<file path="src/inc/pwr_pkg.sv">
// Purpose: shared constants of the Ethernet power-state manager
// Assumes: 10 MHz aclk, AXI4-Lite register access, 32-bit words
// Notes: offsets are byte addresses; fields sit in the low half-word, except the wake event flag at bit 17
package pwr_pkg;
  // ---------------------------------------------------------------
  // register offsets
  // ---------------------------------------------------------------
  localparam logic [7:0] PWR_CTRL_OFS = 8'h00; // power_mgmt_control
  localparam logic [7:0] BYTE_TEST_OFS = 8'h04; // wake write target
  localparam logic [7:0] INTERRUPT_STATUS_REG_OFS = 8'h08; // interrupt_status_reg
  localparam logic [7:0] PHY_MODE_OFS = 8'h0C; // phy mode, powerdown bit
  // ---------------------------------------------------------------
  // field positions
  // ---------------------------------------------------------------
  localparam int READY_BIT = 0; // ready flag, read only
  localparam int PIN_EN_BIT = 1; // wake_pin_enable
  localparam int PULSE_SEL_BIT = 3; // wake_pin_pulse_select
  localparam int WSTAT_LSB = 4; // wake_status, two bits
  localparam int FRAME_EN_BIT = 9; // wake_frame_enable
  localparam int SEL_LSB = 12; // power_state_select, two bits
  localparam int ENERGY_EN_BIT = 14; // energy_wake_enable
  localparam int WAKE_FLAG_BIT = 17; // wake event flag in status reg
  localparam int EDPD_BIT = 13; // phy_energy_powerdown
  // ---------------------------------------------------------------
  // encodings and reset values
  // ---------------------------------------------------------------
  localparam logic [1:0] SEL_D0 = 2'h0;
  localparam logic [1:0] SEL_D1 = 2'h1;
  localparam logic [1:0] SEL_D2 = 2'h2;
  localparam logic [1:0] WSTAT_ENERGY = 2'h1; // carrier wake
  localparam logic [1:0] WSTAT_FRAME = 2'h2; // frame wake
  localparam logic READY_RST = 1'b1; // ready after reset
  localparam logic [1:0] RESP_OKAY = 2'h0;
  localparam logic [1:0] RESP_SLVERR = 2'h2;
  // ---------------------------------------------------------------
  // timing
  // ---------------------------------------------------------------
  localparam int CLK_HZ = 10_000_000; // aclk rate
  localparam int RESUME_TIME_US = 2000; // longest wake to ready
  localparam int PULSE_TIME_MS = 50; // wake pin pulse width
  localparam int RESUME_CYCLES = RESUME_TIME_US * (CLK_HZ / 1_000_000);
  localparam int PULSE_CYCLES = PULSE_TIME_MS * (CLK_HZ / 1000);
endpackage : pwr_pkg

</file>
<file path="src/core/ethernet_power_state_manager.sv">
// Purpose: power-state manager, D0/D1/D2, wake events, ready flag
// Assumes: aclk always on; gating outputs stop the other clocks
// Notes: registers over AXI4-Lite; wake inputs are levels
// Contract
// - one normal state D0, sleep D1, D2
// - sleep clears ready; only control register readable
// - writes ignored until first read after reset/wake
// - byte test write wakes, select returns D0
// - select 01 enters D1, PHY clocks stay
// - D1 enables frame and magic detection
// - D1 frame wake sets status 10, pin
// - any sleep wake sets wake event flag
// - D2 stops MAC, host clocks; PHY detect
// - host sets powerdown then selects 10 for D2
// - carrier present at D2 entry wakes immediately
// - D2 carrier sets status 01, pin
// - wake status readable while asleep
// - registers keep contents across sleep
// - internal clock off only in D2
// - pulse select gives 50ms pulse, else level
// - clearing status or enables releases pin
// - ready within 2ms after wake write
// - flag held while source active, W1C after
//
// The AXI4-Lite interface to the registers and the register offsets were decided locally.
`timescale 1ns/1ps
module ethernet_power_state_manager #(
  parameter int RESUME_CYCLES = pwr_pkg::RESUME_CYCLES, // wake to ready
  parameter int PULSE_CYCLES = pwr_pkg::PULSE_CYCLES // pin pulse length
) (
  input wire logic aclk, // 10 MHz clock
  input wire logic aresetn, // synchronous reset, low
  input wire logic [7:0] s_axi_awaddr, // write address
  input wire logic s_axi_awvalid, // write address valid
  output logic s_axi_awready, // write address ready
  input wire logic [31:0] s_axi_wdata, // write data
  input wire logic [3:0] s_axi_wstrb, // byte enables
  input wire logic s_axi_wvalid, // write data valid
  output logic s_axi_wready, // write data ready
  output logic [1:0] s_axi_bresp, // write response
  output logic s_axi_bvalid, // write response valid
  input wire logic s_axi_bready, // write response ready
  input wire logic [7:0] s_axi_araddr, // read address
  input wire logic s_axi_arvalid, // read address valid
  output logic s_axi_arready, // read address ready
  output logic [31:0] s_axi_rdata, // read data
  output logic [1:0] s_axi_rresp, // read response
  output logic s_axi_rvalid, // read data valid
  input wire logic s_axi_rready, // read data ready
  input wire logic wake_frame_det, // wake or magic frame seen
  input wire logic carrier_det, // energy on the line
  output logic wake_pin, // wake event pin, high active
  output logic wake_detect_en, // frame detectors armed
  output logic mac_clk_en, // MAC clock gate
  output logic hbi_clk_en, // host interface clock gate
  output logic phy_clk_en, // PHY clock gate
  output logic internal_clk_en, // internal clock gate
  output logic phy_edpd // PHY in energy-detect powerdown
);
  typedef enum logic [1:0] {ST_D0, ST_D1, ST_D2, ST_WAKING} pstate_e;

  // ---------------------------------------------------------------
  // state and registers
  // ---------------------------------------------------------------
  pstate_e state_q; // power state
  logic ready_q; // ready flag
  logic read_seen_q; // a read happened since reset or wake
  logic pin_en_q; // wake_pin_enable
  logic pulse_sel_q; // wake_pin_pulse_select
  logic frame_en_q; // wake_frame_enable
  logic energy_en_q; // energy_wake_enable
  logic [1:0] wake_status_q; // wake_status
  logic wake_flag_q; // wake event flag
  logic edpd_bit_q; // phy_energy_powerdown
  localparam int RESUME_W = $clog2(RESUME_CYCLES + 1); // wake timer width
  logic [RESUME_W-1:0] resume_cnt_q; // wake timer
  logic pin_req_q; // last pin request, for edge
  logic [31:0] rdata_q; // read data register

  logic wr_fire; // write taken
  logic rd_fire; // read taken
  logic asleep; // D1 or D2
  logic wr_ok; // write may act
  logic wake_wr; // waking byte test write
  logic src_active; // internal wake interrupt source
  logic pin_req; // pin wants to be active
  logic pulse_active; // pulse timer running
  logic [1:0] sel_now; // select field as read

  assign asleep = (state_q == ST_D1) || (state_q == ST_D2);
  assign wr_fire = s_axi_awvalid && s_axi_wvalid && s_axi_awready;
  assign rd_fire = s_axi_arvalid && s_axi_arready;
  assign wake_wr = wr_fire && asleep && (s_axi_awaddr == pwr_pkg::BYTE_TEST_OFS);
  assign wr_ok = wr_fire && read_seen_q && ready_q;

  // ---------------------------------------------------------------
  // AXI4-Lite handshakes
  // ---------------------------------------------------------------
  // address and data taken together, one write outstanding
  assign s_axi_awready = s_axi_awvalid && s_axi_wvalid && !s_axi_bvalid;
  assign s_axi_wready = s_axi_awready;
  assign s_axi_arready = !s_axi_rvalid;
  assign s_axi_rdata = rdata_q;

  // write response one cycle after the take
  always_ff @(posedge aclk) begin
    if (!aresetn) begin
      s_axi_bvalid <= 1'b0;
      s_axi_bresp <= pwr_pkg::RESP_OKAY;
    end else if (wr_fire) begin
      s_axi_bvalid <= 1'b1;
      s_axi_bresp <= (s_axi_awaddr[7:2] <= pwr_pkg::PHY_MODE_OFS[7:2])
                     ? pwr_pkg::RESP_OKAY : pwr_pkg::RESP_SLVERR;
    end else if (s_axi_bready) begin
      s_axi_bvalid <= 1'b0;
    end
  end

  assign sel_now = (state_q == ST_D1) ? pwr_pkg::SEL_D1 :
                   (state_q == ST_D2) ? pwr_pkg::SEL_D2 : pwr_pkg::SEL_D0;

  // read data; asleep or not ready only the control word answers
  always_ff @(posedge aclk) begin
    if (!aresetn) begin
      s_axi_rvalid <= 1'b0;
      s_axi_rresp <= pwr_pkg::RESP_OKAY;
      rdata_q <= 32'h0000_0000;
    end else if (rd_fire) begin
      s_axi_rvalid <= 1'b1;
      s_axi_rresp <= pwr_pkg::RESP_OKAY;
      rdata_q <= 32'h0000_0000;
      unique case (s_axi_araddr)
        pwr_pkg::PWR_CTRL_OFS: begin
          rdata_q[pwr_pkg::READY_BIT] <= ready_q;
          rdata_q[pwr_pkg::PIN_EN_BIT] <= pin_en_q;
          rdata_q[pwr_pkg::PULSE_SEL_BIT] <= pulse_sel_q;
          rdata_q[pwr_pkg::WSTAT_LSB +: 2] <= wake_status_q;
          rdata_q[pwr_pkg::FRAME_EN_BIT] <= frame_en_q;
          rdata_q[pwr_pkg::SEL_LSB +: 2] <= sel_now;
          rdata_q[pwr_pkg::ENERGY_EN_BIT] <= energy_en_q;
        end
        pwr_pkg::BYTE_TEST_OFS, pwr_pkg::INTERRUPT_STATUS_REG_OFS, pwr_pkg::PHY_MODE_OFS: begin
          if (ready_q) begin
            if (s_axi_araddr == pwr_pkg::INTERRUPT_STATUS_REG_OFS) begin
              rdata_q[pwr_pkg::WAKE_FLAG_BIT] <= wake_flag_q;
            end else if (s_axi_araddr == pwr_pkg::PHY_MODE_OFS) begin
              rdata_q[pwr_pkg::EDPD_BIT] <= edpd_bit_q;
            end
          end
        end
        default: begin // unmapped
          s_axi_rresp <= pwr_pkg::RESP_SLVERR;
        end
      endcase
    end else if (s_axi_rready) begin
      s_axi_rvalid <= 1'b0;
    end
  end

  // ---------------------------------------------------------------
  // first read after reset or wake unlocks writes
  // ---------------------------------------------------------------
  always_ff @(posedge aclk) begin
    if (!aresetn) begin
      read_seen_q <= 1'b0;
    end else if (wake_wr) begin
      read_seen_q <= 1'b0;
    end else if (rd_fire) begin
      read_seen_q <= 1'b1;
    end
  end

  // ---------------------------------------------------------------
  // power state machine
  // ---------------------------------------------------------------
  always_ff @(posedge aclk) begin
    if (!aresetn) begin
      state_q <= ST_D0;
      ready_q <= pwr_pkg::READY_RST;
      resume_cnt_q <= '0;
    end else begin
      unique case (state_q)
        ST_D0: begin
          if (wr_ok && s_axi_awaddr == pwr_pkg::PWR_CTRL_OFS && s_axi_wstrb[1]) begin
            if (s_axi_wdata[pwr_pkg::SEL_LSB +: 2] == pwr_pkg::SEL_D1) begin
              state_q <= ST_D1;
              ready_q <= 1'b0;
            end else if (s_axi_wdata[pwr_pkg::SEL_LSB +: 2] == pwr_pkg::SEL_D2) begin
              state_q <= ST_D2;
              ready_q <= 1'b0;
            end // 00 and reserved 11 stay in D0
          end
        end
        ST_D1, ST_D2: begin
          if (wake_wr) begin
            state_q <= ST_WAKING;
            resume_cnt_q <= '0;
          end
        end
        ST_WAKING: begin
          if (resume_cnt_q == RESUME_W'(RESUME_CYCLES - 1)) begin
            state_q <= ST_D0;
            ready_q <= 1'b1;
          end else begin
            resume_cnt_q <= resume_cnt_q + RESUME_W'(1);
          end
        end
      endcase
    end
  end

  // ---------------------------------------------------------------
  // clock gates and PHY condition
  // ---------------------------------------------------------------
  assign mac_clk_en = (state_q != ST_D2);
  assign hbi_clk_en = (state_q != ST_D2);
  assign internal_clk_en = (state_q != ST_D2);
  assign phy_clk_en = (state_q != ST_D2);
  assign phy_edpd = (state_q == ST_D2) || edpd_bit_q;
  assign wake_detect_en = (state_q == ST_D1) || frame_en_q;

  // ---------------------------------------------------------------
  // control fields; kept untouched by sleep
  // ---------------------------------------------------------------
  always_ff @(posedge aclk) begin
    if (!aresetn) begin
      pin_en_q <= 1'b0;
      pulse_sel_q <= 1'b0;
      frame_en_q <= 1'b0;
      energy_en_q <= 1'b0;
      edpd_bit_q <= 1'b0;
    end else if (wr_ok) begin
      if (s_axi_awaddr == pwr_pkg::PWR_CTRL_OFS && s_axi_wstrb[0]) begin
        pin_en_q <= s_axi_wdata[pwr_pkg::PIN_EN_BIT];
        pulse_sel_q <= s_axi_wdata[pwr_pkg::PULSE_SEL_BIT];
      end
      if (s_axi_awaddr == pwr_pkg::PWR_CTRL_OFS && s_axi_wstrb[1]) begin
        frame_en_q <= s_axi_wdata[pwr_pkg::FRAME_EN_BIT];
        energy_en_q <= s_axi_wdata[pwr_pkg::ENERGY_EN_BIT];
      end
      if (s_axi_awaddr == pwr_pkg::PHY_MODE_OFS && s_axi_wstrb[1]) begin
        edpd_bit_q <= s_axi_wdata[pwr_pkg::EDPD_BIT];
      end
    end
  end

  // ---------------------------------------------------------------
  // wake status: detection sets, write of one clears, set wins
  // ---------------------------------------------------------------
  always_ff @(posedge aclk) begin
    if (!aresetn) begin
      wake_status_q <= 2'h0;
    end else begin
      if (wr_ok && s_axi_awaddr == pwr_pkg::PWR_CTRL_OFS && s_axi_wstrb[0]) begin
        wake_status_q <= wake_status_q & ~s_axi_wdata[pwr_pkg::WSTAT_LSB +: 2];
      end
      if (state_q == ST_D1 && wake_frame_det) begin
        wake_status_q[1] <= 1'b1;
      end
      if (state_q == ST_D2 && carrier_det) begin
        wake_status_q[0] <= 1'b1; // level seen at entry too
      end
    end
  end

  // ---------------------------------------------------------------
  // wake event flag
  // ---------------------------------------------------------------
  assign src_active = (wake_status_q[1] && frame_en_q) || (wake_status_q[0] && energy_en_q);

  always_ff @(posedge aclk) begin
    if (!aresetn) begin
      wake_flag_q <= 1'b0;
    // each sleep state answers only its own wake source; link energy in D1 is no event
    end else if (src_active || (state_q == ST_D1 && wake_frame_det)
                 || (state_q == ST_D2 && carrier_det)) begin
      wake_flag_q <= 1'b1;
    end else if (wr_ok && s_axi_awaddr == pwr_pkg::INTERRUPT_STATUS_REG_OFS && s_axi_wstrb[2]
                 && s_axi_wdata[pwr_pkg::WAKE_FLAG_BIT]) begin
      wake_flag_q <= 1'b0;
    end
  end

  // ---------------------------------------------------------------
  // wake pin: level or one pulse per request
  // ---------------------------------------------------------------
  assign pin_req = pin_en_q && src_active;

  always_ff @(posedge aclk) begin
    if (!aresetn) begin
      pin_req_q <= 1'b0;
    end else begin
      pin_req_q <= pin_req;
    end
  end

  wake_pulse_timer #(
    .CYCLES(PULSE_CYCLES)
  ) u_pulse (
    .aclk(aclk),
    .aresetn(aresetn),
    .start(pin_req && !pin_req_q),
    .abort(!pin_req),
    .active(pulse_active)
  );

  assign wake_pin = pin_req && (!pulse_sel_q || pulse_active);
endmodule : ethernet_power_state_manager

</file>
<file path="src/core/wake_pulse_timer.sv">
// Purpose: one-shot timer that shapes the pulsed wake pin
// Assumes: start is a one-cycle pulse on aclk
// Notes: a new start while running restarts the count
`timescale 1ns/1ps
module wake_pulse_timer #(
  parameter int CYCLES = pwr_pkg::PULSE_CYCLES // pulse length in cycles
) (
  input wire logic aclk, // system clock
  input wire logic aresetn, // synchronous reset, low
  input wire logic start, // begin a pulse
  input wire logic abort, // end the pulse early
  output logic active // pulse in progress
);
  localparam int W = $clog2(CYCLES + 1);
  logic [W-1:0] cnt_q; // cycles left

  // ---------------------------------------------------------------
  // countdown
  // ---------------------------------------------------------------
  always_ff @(posedge aclk) begin
    if (!aresetn || abort) begin
      cnt_q <= '0;
    end else if (start) begin
      cnt_q <= W'(CYCLES); // load full width
    end else if (cnt_q != '0) begin
      cnt_q <= cnt_q - W'(1);
    end
  end

  assign active = (cnt_q != '0);
endmodule : wake_pulse_timer

</file>
<file path="config.mk">
export PLATFORM = sky130hd
export DESIGN_NAME = ethernet_power_state_manager
export DESIGN_NICKNAME = d
export VERILOG_FILES = /design/src/inc/pwr_pkg.sv /design/src/core/ethernet_power_state_manager.sv /design/src/core/wake_pulse_timer.sv
export SDC_FILE = /design/constraint.sdc
export NUM_CORES = 1
export LEC_CHECK = 0
export BUFFER_PORTS_ARGS = -buffer_cell sky130_fd_sc_hd__buf_2
export CELL_PAD_IN_SITES_DETAIL_PLACEMENT = 0
export CELL_PAD_IN_SITES_GLOBAL_PLACEMENT = 1
export CORE_UTILIZATION = 30
export DETAILED_ROUTE_END_ITERATION = 7
export PLACE_DENSITY = 0.69
export SYNTH_ARGS = -nofsm -noshare
export SYNTH_HDL_FRONTEND = slang
export SYNTH_SLANG_ARGS = --single-unit
</file>
<file path="constraint.sdc">
create_clock -name aclk -period 3.3 [get_ports aclk]
set_input_delay 0.165 -clock aclk [delete_from_list [all_inputs] [get_ports aclk]]
set_output_delay 0.165 -clock aclk [all_outputs]
set_load 0.02 [all_outputs]
</file>
==> summary.txt <==
Run status
  • Status: finished clean

Timing
  • Maximum clock frequency: approximately 380 MHz
  • Fin Clk Skew: roughly 0.0063 ns
  • Worst-Margin Slew: about 0.73 ns
  • Final worst-path cycle share: approximately four fifths
  • Rel. slew slack: about half
  • Post-route setup TNS: 0 ns
  • Fin. max-slew vios: 0
  • Setup violations, final: 0
  • RSZ-0062 raised after global routing: false
  • Final hold vios: 0
  • Tmin final: between 2 and 3 ns

Final layout
  • Fin area: ~0.0039 mm²
  • Ant diodes: 0
  • Fill count: 1102
  • Area of the multi-input gates: between 0.0015 and 0.002 mm²
  • Sequential cell area: ~0.0012 mm²
  • Proportion of layout cells with a drive suffix above 1: between 20% and 30%
  • # nets final: 512
  • Synth-to-Final Area Change: 16.6%
  • Non-Filler Instances: 584
  • Final core utilization: 36.8%

CTS
  • Max clock buf depth: 2
  • Worst-path clk slew: ~0.070 ns
  • H-tree levels: 3
  • Total CTS buffers: 9
  • Setup bufs post-CTS: 0
  • Clock root buffer: clkbuf_8
  • CTS Sinks: around 60
  • Clock latency on the worst-skew pair: about 0.35 ns
  • CTS tree: built

Power and ir drop
  • Power per cell area: 489 mW/mm²
  • Static Leak: 1.55 nW
  • Combinational share of power: slightly below 20%
  • Clock Power Share: just under 40%
  • Sw frac: 30.1%
  • Max VDD drop: 0.283 mV
  • NetSw: 0.567 mW
  • Cell Int Power: around 1.3 mW
  • Seq pwr share: approximately 42%

Worst setup path
  • Startpoint Class: register
  • CP max FO: 5
  • CP Buf/Inv Count: 2
  • Worst Path Required: approximately 3.1 ns
  • CP peak stage delay: between 0.4 and 0.5 ns
  • Critical path arrival: between 2 and 2.5 ns
  • Critical Path, Cell by Cell: inv_1 -> ha_1 -> or4b_1 -> nor4_2 -> and2_2 -> a21oi_1 -> buf_2
  • Max stage delay cell, worst path: nor4_2
  • CP top delay family: simple AND/OR/NAND/NOR gates
  • Setup crit end kind: output pin
  • Worst R2R Start: u_pulse.cnt_q[0]
  • Worst Setup SP: u_pulse.cnt_q[0]
  • Critical path class: register to output pin

Placement
  • Placed Area: around 0.0036 mm²
  • Port bufs: 60
  • # placed instances: between 500 and 600
  • Gpl congestion: roughly 0.74
  • DPL Wire Length: between 5000 and 6000 µm

GRT
  • GRT Resource Usage Total: 14.5%
  • M2 GR Usage: roughly 23%
  • First-pass GRT wire length: between 10000 and 15000 µm
  • Initial antenna violation count: 0
  • M3 GR Usage: between 4 and 5%
  • Gr ovfl total: 0
  • Routing usage on met1: around a fifth
  • GRT Max-Usage Layer: met2
  • Largest net degree at the start of global routing: 22
  • Vias in the first global route: ~2700

Synthesis
  • Dominant cells by area after synthesis: dfxtp_1, buf_4, nor2_1
  • Synth Area per Inst: ~8.6 µm²
  • Prevailing post-synth register cell: dfxtp_1
  • Cells after Synth: 383
  • Yosys reg bits: 61
  • Yosys warning total: 0
  • EDFF count, synth: 0
  • Synth top area share: between 30% and 40%
  • Post-synth top area cell: dfxtp_1
  • Yosys cell types: between 60 and 70
  • Ys async rst share: 0%
  • Seq/Total Area, Yosys: a little under two fifths
  • Mapped cell area: 0.00331 mm²

Drt
  • Residual DRC count: 0
  • Routed wire per std cell: approximately 13 µm
  • Detailed-route via count: around 2900
  • Vias per inst: approximately 4.9
  • TritonRoute pass-1 iters: 5
  • Iter 0 DRT Violations: slightly below 90
  • Routed Antenna Nets: 0
  • Total wire length: 7770 µm

Floorplan
  • I/O pins: 109
  • Initial Util: 31.5%
  • Row cnt: 37
  • Core area: approximately 0.011 mm²
  • Die W: 107 µm
  • Die Y: approximately 110 µm
  • Area of the die: ~0.011 mm²

Hold path
  • Hold WC Path Type: input pin to register
  • Min-Delay Startpoint: s_axi_wdata[1]

Job
  • Max_cap viols: 0
==> tightest hold or removal path, delay by kind of cell <==
family | cells | cell delay, ns
simple gates | 1 | 0.07
buf+inv | 1 | 0.08
mux | 1 | 0.05
==> cell usage in the layout, fill, tap and decap left out, types with 3 or more instances in the layout <==
| cell type | instances |
|---|---|
| nor2_1 | 48 |
| nor4b_1 | 5 |
| nand2b_1 | 5 |
| a2111oi_2 | 4 |
| nand3_1 | 13 |
| mux2i_1 | 5 |
| nor4_1 | 6 |
| a31oi_1 | 5 |
| nand4_1 | 5 |
| xor2_1 | 7 |
| nand2_1 | 29 |
| clkbuf_8 | 9 |
| inv_1 | 16 |
| a21oi_1 | 20 |
| a22oi_1 | 8 |
| or2_2 | 5 |
| and2_1 | 3 |
| conb_1 | 24 |
| and3_1 | 3 |
| ha_1 | 8 |
| or4_4 | 3 |
| buf_2 | 60 |
| xnor2_1 | 17 |
| nor3_1 | 9 |
| nand4b_1 | 4 |
| clkinvlp_4 | 3 |
| dfxtp_1 | 61 |
| buf_4 | 4 |
| nand3b_1 | 4 |
| a211oi_1 | 8 |
==> state kept, by name, indices dropped and copies added, names as in the netlist <==
signal	flops
u_pulse.cnt_q	19
resume_cnt_q	15
s_axi_rdata	10
state_q	2
wake_status_q	2
edpd_bit_q	1
energy_en_q	1
frame_en_q	1
pin_en_q	1
pin_req_q	1
pulse_sel_q	1
read_seen_q	1
ready_q	1
s_axi_bresp	1
s_axi_bvalid	1
s_axi_rresp	1
s_axi_rvalid	1
wake_flag_q	1
==> Yosys cell counts, types with 3 or more instances <==
cell,instances
a2111oi_2,4
a211oi_1,8
a21oi_1,20
a22oi_1,8
a31oi_1,5
and2_1,3
and3_1,3
buf_4,28
clkbuf_1,6
dfxtp_1,61
ha_1,8
inv_1,16
mux2i_1,5
nand2_1,29
nand2b_1,5
nand3_1,13
nand3b_1,4
nand4_1,5
nand4b_1,4
nor2_1,48
nor3_1,9
nor4_1,6
nor4b_1,5
or2_2,5
or4_4,3
xnor2_1,17
xor2_1,7
==> layer usage <==
| metal | wire length [µm] | share of wire (%) | up-vias |
|---|---|---|---|
| li1 | - | - | 1434 |
| met1 | 3920 | 50 | 1370 |
| met5 | 0 | 0 | - |
| met3 | 258 | 3.3 | 6 |
| met4 | 84 | 1.1 | 0 |
| met2 | 3510 | 45 | 51 |
==> area by class of cell <==
type / count / area share (%)
Tap cell: 136 / 4.41
Inverter: 16 / 1.55
Sequential cell: 61 / 31.6
Multi-Input combinational cell: 290 / 48.0
Clock buffer: 10 / 3.30
Timing Repair Buffer: 65 / 8.81
Clock inverter: 6 / 2.27
==> worst paths after layout <==
path | end | slack (ns) | cells after the start
worst min register to register | energy_en_q | 0.48 | 2
worst max register to register | u_pulse.cnt_q[5] | 1.10 | 7
worst max-delay path | wake_pin | 0.66 | 7
worst min-delay path | pin_en_q | 0.05 | 3
==> power groups by stage <==
stage / clock, mW / sequential, mW / combinational [mW]
global placement: 0 / 0.800 / 0.363
global route: 0.796 / 0.789 / 0.404
CTS: 0.759 / 0.785 / 0.369
detailed placement: 0 / 0.801 / 0.365
floorplan: 0 / 0.799 / 0.298
finish: 0.735 / 0.784 / 0.368
==> per-stage QoR <==
stage          power (mW)  setup WS (ns)  hold WS [ns]
2_1_floorplan        1.10           1.32         0.264
3_3_place_gp         1.16           1.05         0.350
3_5_place_dp         1.17           1.06         0.363
4_1_cts              1.91          0.659        0.0398
5_1_grt              1.99          0.446        0.0451
6_report             1.89          0.663        0.0530
==> cell families (layout without fill, tap and decap cells) <==
family,after synthesis,count (layout),share of synthesized area (%)
compound gates,68,68,14.9
xor+xnor,24,24,6.35
fa+ha+maj,8,8,3.02
buf+inv,55,97,9.71
flops,61,61,36.9
mux,5,5,1.51
other cells,1,24,0.113
simple gates,161,161,27.5
==> what timing repair did <==
item,in CTS,in global routing
endpoints found under the hold margin,1,0
gates resized for setup,0,0
hold buffers,1,0
Power figures use the tool's default switching activity.
